### config.mk
export PLATFORM = sky130hd
export DESIGN_NAME = asptr_serial
export DESIGN_NICKNAME = d
export VERILOG_FILES = /design/src/shared/asptr_pkg.sv /design/src/hdl/asptr_serial.sv
export SDC_FILE = /design/constraint.sdc
export NUM_CORES = 1
export LEC_CHECK = 0
export ABC_AREA = 1
export BUFFER_PORTS_ARGS = -buffer_cell sky130_fd_sc_hd__buf_4
export CORE_ASPECT_RATIO = 1.75
export CORE_MARGIN = 3
export CORE_UTILIZATION = 50
export DETAILED_ROUTE_END_ITERATION = 12
export HOLD_SLACK_MARGIN = 0.12
export MAX_ROUTING_LAYER = met4
export PLACE_DENSITY = 0.81
export RECOVER_POWER = 100
export SLEW_MARGIN = 0
export SYNTH_ARGS = -nofsm -noshare
export SYNTH_HDL_FRONTEND = slang
export SYNTH_SLANG_ARGS = --single-unit
### constraint.sdc
create_clock -name mclk -period 3.9 [get_ports mclk]
set_input_delay 0.195 -clock mclk [delete_from_list [all_inputs] [get_ports mclk]]
set_output_delay 0.195 -clock mclk [all_outputs]
set_load 0.03 [all_outputs]
### src/shared/asptr_pkg.sv
// Constants and carrier types for the timer-paced serial port.
// Assumes one 200 MHz clock and no software-reachable registers.
package asptr_pkg;

  // ****************************************
  // Timing
  // ****************************************
  localparam int MCLK_MHZ       = 200;
  localparam int MAX_RATE_BPS   = 62500;
  // Least bit period in clocks at the top rate
  localparam int MIN_BIT_CLKS   = (MCLK_MHZ * 1000000 + MAX_RATE_BPS - 1) / MAX_RATE_BPS;
  localparam int OVS            = 16;
  localparam int OVS_MID        = 7;
  localparam int PRESC_MAX      = 64;
  localparam int COUNT_MAX      = 256;
  localparam int DATA_BITS      = 8;
  localparam int TX_FRAME_BITS  = 11;
  localparam int PORT_IN_BIT    = 0;
  localparam int PORT_OUT_BIT   = 7;
  localparam logic RST_LINE     = 1'h1;

  // ****************************************
  // Types
  // ****************************************
  typedef enum logic [1:0] {
    ASPTR_RX_IDLE  = 2'h0,
    ASPTR_RX_START = 2'h1,
    ASPTR_RX_DATA  = 2'h3,
    ASPTR_RX_STOP  = 2'h2
  } asptr_rx_st_t;

  typedef struct packed {
    logic       serial_en;
    logic       parity_en;
    logic [5:0] presc_div_m1;
    logic [7:0] count_load_m1;
    logic       continuous;
  } asptr_cfg_t;

  typedef struct packed {
    logic       valid;
    logic [7:0] data;
  } asptr_byte_t;

endpackage

### src/hdl/asptr_serial.sv
// Timer-paced full-duplex serial port with tick generator and framer.
// Assumes cfg and tx request come from logic on mclk; the serial input is a pin.
`timescale 1ns/1ps
module asptr_serial
  import asptr_pkg::*;
#(
  // Least clocks between serial ticks; default keeps the top bit rate
  parameter int MIN_TICK_CLKS = MIN_BIT_CLKS / OVS
) (
  // Clock and reset
  input  wire logic        mclk,
  input  wire logic        rst_n,
  // Configuration
  input  wire asptr_cfg_t  cfg,
  // Transmit side
  input  wire asptr_byte_t tx_req,
  output logic             tx_ready,
  // Receive side
  output asptr_byte_t      rx_byte,
  // Processor requests
  output logic             transmit_done_request,
  output logic             receive_done_request,
  // Control port lines
  input  wire logic [7:0]  port3_in,
  output logic [7:0]       port3_out,
  // Timer output
  output logic             bit_rate_timer
);

  typedef struct packed {
    logic [2:0]   sync;
    logic         line;
    logic [5:0]   presc;
    logic [7:0]   count;
    logic         tick;
    logic         tout;
    logic         halt;
    logic [15:0]  gap;
    logic [3:0]   tx_ovs;
    logic [3:0]   tx_bit;
    logic [10:0]  tx_sh;
    logic         tx_busy;
    logic         tx_o;
    logic         tx_done;
    asptr_rx_st_t rx_st;
    logic [3:0]   rx_ovs;
    logic [2:0]   rx_bit;
    logic [7:0]   rx_sh;
    asptr_byte_t  rx_out;
    logic         rx_done;
  } asptr_state_t;

  asptr_state_t s_q;
  asptr_state_t s_d;

  // Odd parity bit over seven data bits
  function automatic logic odd_par7(input logic [6:0] b);
    return ~(^b);
  endfunction

  // Floor must fit the sixteen-bit gap counter
  if (MIN_TICK_CLKS < 1 || MIN_TICK_CLKS > 65535) begin : g_floor_check
    $error("MIN_TICK_CLKS out of range");
  end

  // ****************************************
  // Next state
  // ****************************************
  always_comb begin
    s_d = s_q;
    s_d.tick = 1'b0;
    s_d.tx_done = 1'b0;
    s_d.rx_done = 1'b0;
    s_d.rx_out.valid = 1'b0;
    // Three-stage sync; a change counts when stages two and three agree
    s_d.sync = {s_q.sync[1:0], port3_in[PORT_IN_BIT]};
    if (s_q.sync[2] == s_q.sync[1]) begin
      s_d.line = s_q.sync[2];
    end
    // Prescaler and down counter of timer zero; single pass halts at zero
    if (cfg.continuous) begin
      s_d.halt = 1'b0;
    end
    if (s_q.presc == 6'h00) begin
      s_d.presc = cfg.presc_div_m1;
      if (s_q.count == 8'h00) begin
        if (!s_q.halt) begin
          s_d.tout = ~s_q.tout;
          s_d.count = cfg.continuous ? cfg.count_load_m1 : 8'h00;
          s_d.halt = ~cfg.continuous;
          // Too fast a setting drops ticks rather than exceed the top rate
          if (s_q.gap == 16'(MIN_TICK_CLKS - 1)) begin
            s_d.tick = 1'b1;
          end
        end
      end else begin
        s_d.count = s_q.count - 8'h01;
      end
    end else begin
      s_d.presc = s_q.presc - 6'h01;
    end
    // Clocks since the last serial tick, saturating at one below the floor
    if (s_d.tick) begin
      s_d.gap = 16'h0000;
    end else if (s_q.gap != 16'(MIN_TICK_CLKS - 1)) begin
      s_d.gap = s_q.gap + 16'h0001;
    end
    // Transmitter: sixteen ticks per bit
    if (!s_q.tx_busy) begin
      if (tx_req.valid && cfg.serial_en) begin
        s_d.tx_busy = 1'b1;
        s_d.tx_bit = 4'h0;
        s_d.tx_ovs = 4'h0;
        // Stop, stop, eight bit positions, start; LSB out first
        s_d.tx_sh = {2'b11,
                     cfg.parity_en ? odd_par7(tx_req.data[6:0]) : tx_req.data[7],
                     tx_req.data[6:0], 1'b0};
      end
    end else if (s_q.tick) begin
      s_d.tx_ovs = s_q.tx_ovs + 4'h1;
      if (s_q.tx_ovs == 4'(OVS - 1)) begin
        s_d.tx_sh = {1'b1, s_q.tx_sh[10:1]};
        s_d.tx_bit = s_q.tx_bit + 4'h1;
        if (s_q.tx_bit == 4'(TX_FRAME_BITS - 1)) begin
          s_d.tx_busy = 1'b0;
          s_d.tx_done = 1'b1;
        end
      end
    end
    s_d.tx_o = s_d.tx_busy ? s_d.tx_sh[0] : RST_LINE;
    // Receiver
    if (!cfg.serial_en) begin
      s_d.rx_st = ASPTR_RX_IDLE;
    end else begin
      case (s_q.rx_st)
        ASPTR_RX_IDLE: begin
          if (!s_q.line) begin
            s_d.rx_st = ASPTR_RX_START;
            s_d.rx_ovs = 4'h0;
          end
        end
        ASPTR_RX_START: begin
          if (s_q.tick) begin
            s_d.rx_ovs = s_q.rx_ovs + 4'h1;
            if (s_q.rx_ovs == 4'(OVS_MID)) begin
              // Glitch shorter than half a bit is dropped
              s_d.rx_st = s_q.line ? ASPTR_RX_IDLE : ASPTR_RX_DATA;
              s_d.rx_ovs = 4'h0;
              s_d.rx_bit = 3'h0;
            end
          end
        end
        ASPTR_RX_DATA: begin
          if (s_q.tick) begin
            s_d.rx_ovs = s_q.rx_ovs + 4'h1;
            if (s_q.rx_ovs == 4'(OVS - 1)) begin
              s_d.rx_sh = {s_q.line, s_q.rx_sh[7:1]};
              s_d.rx_bit = s_q.rx_bit + 3'h1;
              if (s_q.rx_bit == 3'(DATA_BITS - 1)) begin
                s_d.rx_st = ASPTR_RX_STOP;
              end
            end
          end
        end
        ASPTR_RX_STOP: begin
          if (s_q.tick) begin
            s_d.rx_ovs = s_q.rx_ovs + 4'h1;
            if (s_q.rx_ovs == 4'(OVS - 1)) begin
              s_d.rx_st = ASPTR_RX_IDLE;
              // Bad stop bit drops the character
              if (s_q.line) begin
                s_d.rx_out.valid = 1'b1;
                s_d.rx_done = 1'b1;
                s_d.rx_out.data = s_q.rx_sh;
                if (cfg.parity_en) begin
                  s_d.rx_out.data[7] = ~(^s_q.rx_sh);
                end
              end
            end
          end
        end
        default: s_d.rx_st = ASPTR_RX_IDLE;
      endcase
    end
  end

  always_ff @(posedge mclk or negedge rst_n) begin
    if (!rst_n) begin
      s_q <= '{sync: 3'h7, line: 1'b1, tx_o: 1'b1, rx_st: ASPTR_RX_IDLE, default: '0};
    end else begin
      s_q <= s_d;
    end
  end

  // ****************************************
  // Outputs
  // ****************************************
  assign tx_ready              = ~s_q.tx_busy;
  assign rx_byte               = s_q.rx_out;
  assign transmit_done_request = s_q.tx_done;
  assign receive_done_request  = s_q.rx_done;
  assign port3_out             = {s_q.tx_o, 7'h00};
  assign bit_rate_timer        = s_q.tout;

  // ****************************************
  // Checks
  // ****************************************
  a_tx_one_done: assert property (@(posedge mclk) disable iff (!rst_n)
    $fell(s_q.tx_busy) |-> transmit_done_request)
    else $error("transmit request missing at frame end");
  a_tx_start_low: assert property (@(posedge mclk) disable iff (!rst_n)
    $rose(s_q.tx_busy) |=> !port3_out[PORT_OUT_BIT])
    else $error("start bit not low");
  a_tx_idle_high: assert property (@(posedge mclk) disable iff (!rst_n)
    !s_q.tx_busy && !$past(s_q.tx_busy) |-> port3_out[PORT_OUT_BIT])
    else $error("idle line not high");
  a_rx_done_pair: assert property (@(posedge mclk) disable iff (!rst_n)
    receive_done_request == rx_byte.valid)
    else $error("receive request and valid disagree");
  a_rx_par_flag: assert property (@(posedge mclk) disable iff (!rst_n)
    rx_byte.valid && cfg.parity_en |-> rx_byte.data[7] == ~(^$past(s_q.rx_sh)))
    else $error("parity flag wrong");
  a_tick_rate: assert property (@(posedge mclk) disable iff (!rst_n)
    s_q.tick && (MIN_TICK_CLKS > 1) |=> !s_q.tick)
    else $error("tick on adjacent cycles");
  a_tx_not_twice: assert property (@(posedge mclk) disable iff (!rst_n)
    transmit_done_request |=> !transmit_done_request)
    else $error("transmit request repeated");
  a_rx_one_start: assert property (@(posedge mclk) disable iff (!rst_n)
    s_q.rx_st == ASPTR_RX_IDLE && s_q.line && cfg.serial_en |=> s_q.rx_st == ASPTR_RX_IDLE)
    else $error("receiver started without a low line");

endmodule

Word level (Yosys, flattened, before mapping)
Cells that the tools add are included.
{"block": "totals", "regBits": 86, "in_bits": 36, "out_inout_bits": 21, "wordCells": 121}
{"block": "op_classes", "n_addsub": 7, "eq_ne": 28, "muxes": 40, "bitwise": 6, "reduce_logical": 18}
{"operator": "$mux 20", "n": 3}
{"operator": "$mux 10", "n": 5}
{"operator": "$mux 16", "n": 3}
{"operator": "$ne 3x3->1 const B", "n": 8}
{"operator": "$pmux 6 s4", "n": 1}
{"operator": "$mux 11", "n": 2}
{"operator": "$mux 6", "n": 3}
{"operator": "$mux 9", "n": 2}
{"operator": "$mux 17", "n": 1}
{"operator": "$add 16x1->16 const B", "n": 1}
{"operator": "$eq 16x8->1 const B", "n": 1}
{"operator": "$mux 8", "n": 2}
{"operator": "$ne 16x8->1 const B", "n": 1}
{"operator": "$ne 2x2->1 const B", "n": 7}
{"operator": "$add 4x1->4 const B", "n": 3}
{"operator": "$eq 4x4->1 const B", "n": 3}
{"operator": "$mux 1", "n": 10}
{"operator": "$mux 2", "n": 5}
{"operator": "$reduce_and 5->1", "n": 2}
{"operator": "$logic_not 8->1", "n": 1}
{"operator": "$reduce_and 8->1", "n": 1}
{"operator": "$reduce_xor 8->1", "n": 1}
{"operator": "$sub 8x1->8 const B", "n": 1}
{"operator": "$reduce_xor 7->1", "n": 1}
{"operator": "19 further kinds", "n": 31}

Depth between registers and ports, before layout
{"block": "logic_depth", "ltp_word": 8, "ltp_mapped": 10}

Worst setup path before layout
OpenSTA, ideal clock, no wires.
{"block": "synth_timing", "kind": "flip-flop to flip-flop", "startpoint": "register s_q[76] (netlist name)", "endpoint": "register s_q[55] (netlist name)", "arrival_ps": 1351, "t_required_ps": 3770, "setup_slack_ps": 2419, "path_stages_with_launch": 8, "n_path_buf": 0, "path_cell_list": "dfrtp_1 -> inv_1 -> ha_1 -> nand2_2 -> nor3_4 -> nand3_4 -> nand2_2 -> o21ai_0"}
{"block": "synth_via", "elab_chain_len": 3, "word_cells_on_any_way": 4, "classes_between": "2 x mux; 2 x reduce/logical"}
{"item": "start, declared", "line_no": "asptr_serial.sv:53", "source": "asptr_state_t s_q;"}
{"item": "start signal, assigned", "line_no": "asptr_serial.sv:189", "source": "s_q <= '{sync: 3'h7, line: 1'b1, tx_o: 1'b1, rx_st: ASPTR_RX_IDLE, default: '0};"}
{"item": "start signal, assigned", "line_no": "asptr_serial.sv:191", "source": "s_q <= s_d;"}
{"item": "$logic_not 6->1 *", "line_no": "asptr_serial.sv:84", "source": "if (s_q.presc == 6'h00) begin"}
{"item": "$mux 3 *", "line_no": "asptr_serial.sv:84"}
{"item": "$mux 16 or $reduce_bool 2->1 (tied branches)"}
Mark *: on every way between the ends. The rest lies on a longest branch, timed or not.
A chain may end at the register's enable or synchronous reset.

Worst setup path in the final report
{"block": "layout_timing", "startpoint": "register s_q[76] (netlist name)", "endpoint": "register s_q[69] (netlist name)"}
{"block": "layout_via", "elab_chain_len": 2}
{"item": "$logic_not 6->1", "line_no": "asptr_serial.sv:84"}
{"item": "$reduce_and 2->1 (no line)"}
Every way passes these cells.

==> metrics.cfg <==
[status]
status = finished with violations
violations = capacitance limit, slew limit

[cells_and_area]
final_common_cell = nand2_1
syn_to_final_growth_pct = 13.3
final_cell_mix = nand2_1 (174), dfrtp_1 (80), inv_1 (72), nor2_1 (51), nand3_1 (47)
seqCellArea_um2 = 2130
multiInputGateArea_um2 = 1930
fin_nets = 662
antenna_cells = 0
layout-drive-gt1-share = 0.0916
nFillCells = 804

[die]
top_level_ports = 57
die_h_um = 132
coreArea_um2 = 8780
start_util = 0.518
rows = 45
die-area_um2 = 10300
die_x_um = 78.1

[placement]
dp_hpwl_um = 6620
port_buffers = 42
place.gp.congestion = 0.906
pre_cts_slack_ps = 1860

[setup_path]
critPathKind = reg2reg
slowest_delay_ps = 1060
cp.required_ps = 4110
path_cells = inv_1, ha_1, nand2_1, nor3_1, nand2_4, clkinvlp_2, o21ai_0
arrival_ps = 2810
cp_slowest_cell = nor3_1
setup.worst_path.start = s_q[76]
critPathLaunchType = register
rr_startpoint = s_q[76]
path_max_fanout = 10
worst_setup_path_end_kind = register

[sta]
relSlewSlack = -0.358
finalSetupViolCount = 0
tightest_slew_ps = 2040
slew_violations = 86
finalCritPeriodShare = 0.667
rsz0062_at_grt = false
setup_ws_ps = 1300
fmax_mhz = 384
min_period_ps = 2600
fin_tns_setup_ps = 0
clock_skew_ps = 7.94
hold_viol_final = 0
holdWs_ps = 178

[min_path]
hold_class = in2reg
holdCritStartpoint = cfg[3]

[pwr]
p_per_area_nw_per_um2 = 464
peakVddDrop_mv = 0.258
power_frac_seq = 0.452
intPower_mw = 1.72
p_total_mw = 2.39
p_leak_nw = 2.51
swShare = 0.282
clkPwrFrac = 0.377
pwr-share-comb = 0.171
power_switching_uw = 675

[synthesis]
muxShareOfSynthArea = 0
syn_area_um2 = 4550
synth_xor_area_frac = 0.0366
synth_cell_type_count = 38
synth_area_leaders = dfrtp_1 (44%), nand2_1 (14%), inv_1 (5.9%)
syn_area_per_cell_um2 = 7.90
synth_top_family_by_area = simple AND/OR/NAND/NOR gates
synth-simple-area-share = 0.290
yosysSeqAreaShare = 0.469
synth-adder-area-share = 0.0270
synth_top_area_cell = dfrtp_1
synth_compound_area_frac = 0.0754
yosysTopAreaCellShare = 0.440
yosys_warnings = 0
synth_cells = 576
yosys_register_bits = 85

[detailed_routing]
vias = 3757
route.detailed.drc = 0
first_pass_iters = 4
via_per_inst = 5.08
wl_per_cell_um = 12.4
drtAntennaViolNets = 0
drt_wl_total_um = 9190
drt_iter0_markers = 221

[clock_network]
cts_root_buf = clkbuf_16
cts_tree = built
htreeDepth = 3
cts.sinks = 85
cts_buffers = 9
clockBufferDepth = 2
clk_pin_slew_ps = 60
clkLatencyLatePin_ps = 340

[global_routing]
antenna_found_initial = 0
grt_pass1_wl_um = 15800
grt.overflow.total = 0
track_usage = 0.193
grt_start_max_net_pins = 86
grt_pass1_vias = 3842

[flow_run]
cap_viol_max_count = 1

metrics by stage:
stage                     cell area, um2  instances  utilization
after floorplan                     4570        582            -
after global placement              4850        714        0.552
after CTS                           5260        739        0.599
after detailed placement            4850        714        0.552
after global routing                5150        739        0.587
final                               5150        739        0.587
path summary, 6_finish.rpt:
path                            to  slack [ps]  cells after the start
max in group asynchronous  s_q[24]        1700                      2
setup reg to reg           s_q[69]        1300                      7
hold / removal             s_q[70]         180                      5
hold reg to reg            s_d[85]         360                      0
min in group asynchronous  s_q[36]         970                      2
setup / recovery           s_q[69]        1300                      7
cells in the mapped netlist:
master	instances
nand3_1	47
inv_1	72
clkbuf_2	1
clkbuf_1	2
o21ai_0	36
nand3_4	1
nand2_1	171
ha_1	9
nand4_1	6
clkinv_4	1
dfrtp_1	80
o31ai_1	1
buf_4	19
xnor2_1	6
o211ai_1	3
a21oi_2	1
nor3_2	1
nor2_2	4
or2_2	2
conb_1	1
o22ai_1	2
nand2_2	3
nor3_4	2
o221ai_1	7
buf_2	5
nor2_4	2
xor2_1	13
and2_1	1
nor2_1	48
a21oi_1	7
and3_1	1
dfstp_2	5
maj3_1	1
nand3_2	1
nand2_4	1
o21ai_1	3
nor3b_1	1
nor3_1	9
critical path: cells and delay by family (launching register included):
kind | cells | cell delay, ps
flip-flops | 1 | 370
AO/OA/AOI/OAI | 1 | 120
adder cells (fa/ha/maj) | 1 | 200
buffers and inverters | 2 | 430
AND/OR/NAND/NOR | 3 | 1350
state kept, by name, summed over array words and instances, names as in the netlist:
name / cells
port3_out: 1
rx_byte: 8
s_d: 2
transmit_done_request: 1
receive_done_request: 1
s_q: 71
bit_rate_timer: 1
power groups by stage:
stage | registers, mW | clock network (mW) | logic [mW]
2_1_floorplan | 1.08 | 0 | 0.319
3_3_place_gp | 1.09 | 0 | 0.388
3_5_place_dp | 1.10 | 0 | 0.415
4_1_cts | 1.09 | 0.917 | 0.425
5_1_grt | 1.09 | 0.955 | 0.471
6_report | 1.08 | 0.900 | 0.409
final cells by class:
| cell class | count | area share |
|---|---|---|
| clock buffer | 10 | 0.0444 |
| clock inverter | 6 | 0.0170 |
| inverter | 73 | 0.0534 |
| multi-input combinational | 397 | 0.375 |
| sequential | 85 | 0.414 |
| tap | 117 | 0.0284 |
| timing repair buffer | 51 | 0.0680 |
layer usage:
layer | global-route usage | up-vias | part of all wire
met5 | - | - | 0
met4 | 0.0973 | 0 | 0.024
met3 | 0.0294 | 19 | 0.029
met2 | 0.354 | 75 | 0.55
met1 | 0.192 | 1777 | 0.39
li1 | - | 1886 | -
cell families after synthesis:
kind of cell | Yosys count
xor+xnor | 19
fa+ha+maj | 10
other cells | 1
flops | 85
buf+inv | 100
simple gates | 301
compound gates | 60
repair_timing:
action,4_1_cts,5_1_grt
hold buffers,9,0
buffers inserted,0,0
hold endpoints to repair,88,0
resized for setup,0,0
Note: power is estimated with default switching activity, not from simulation.
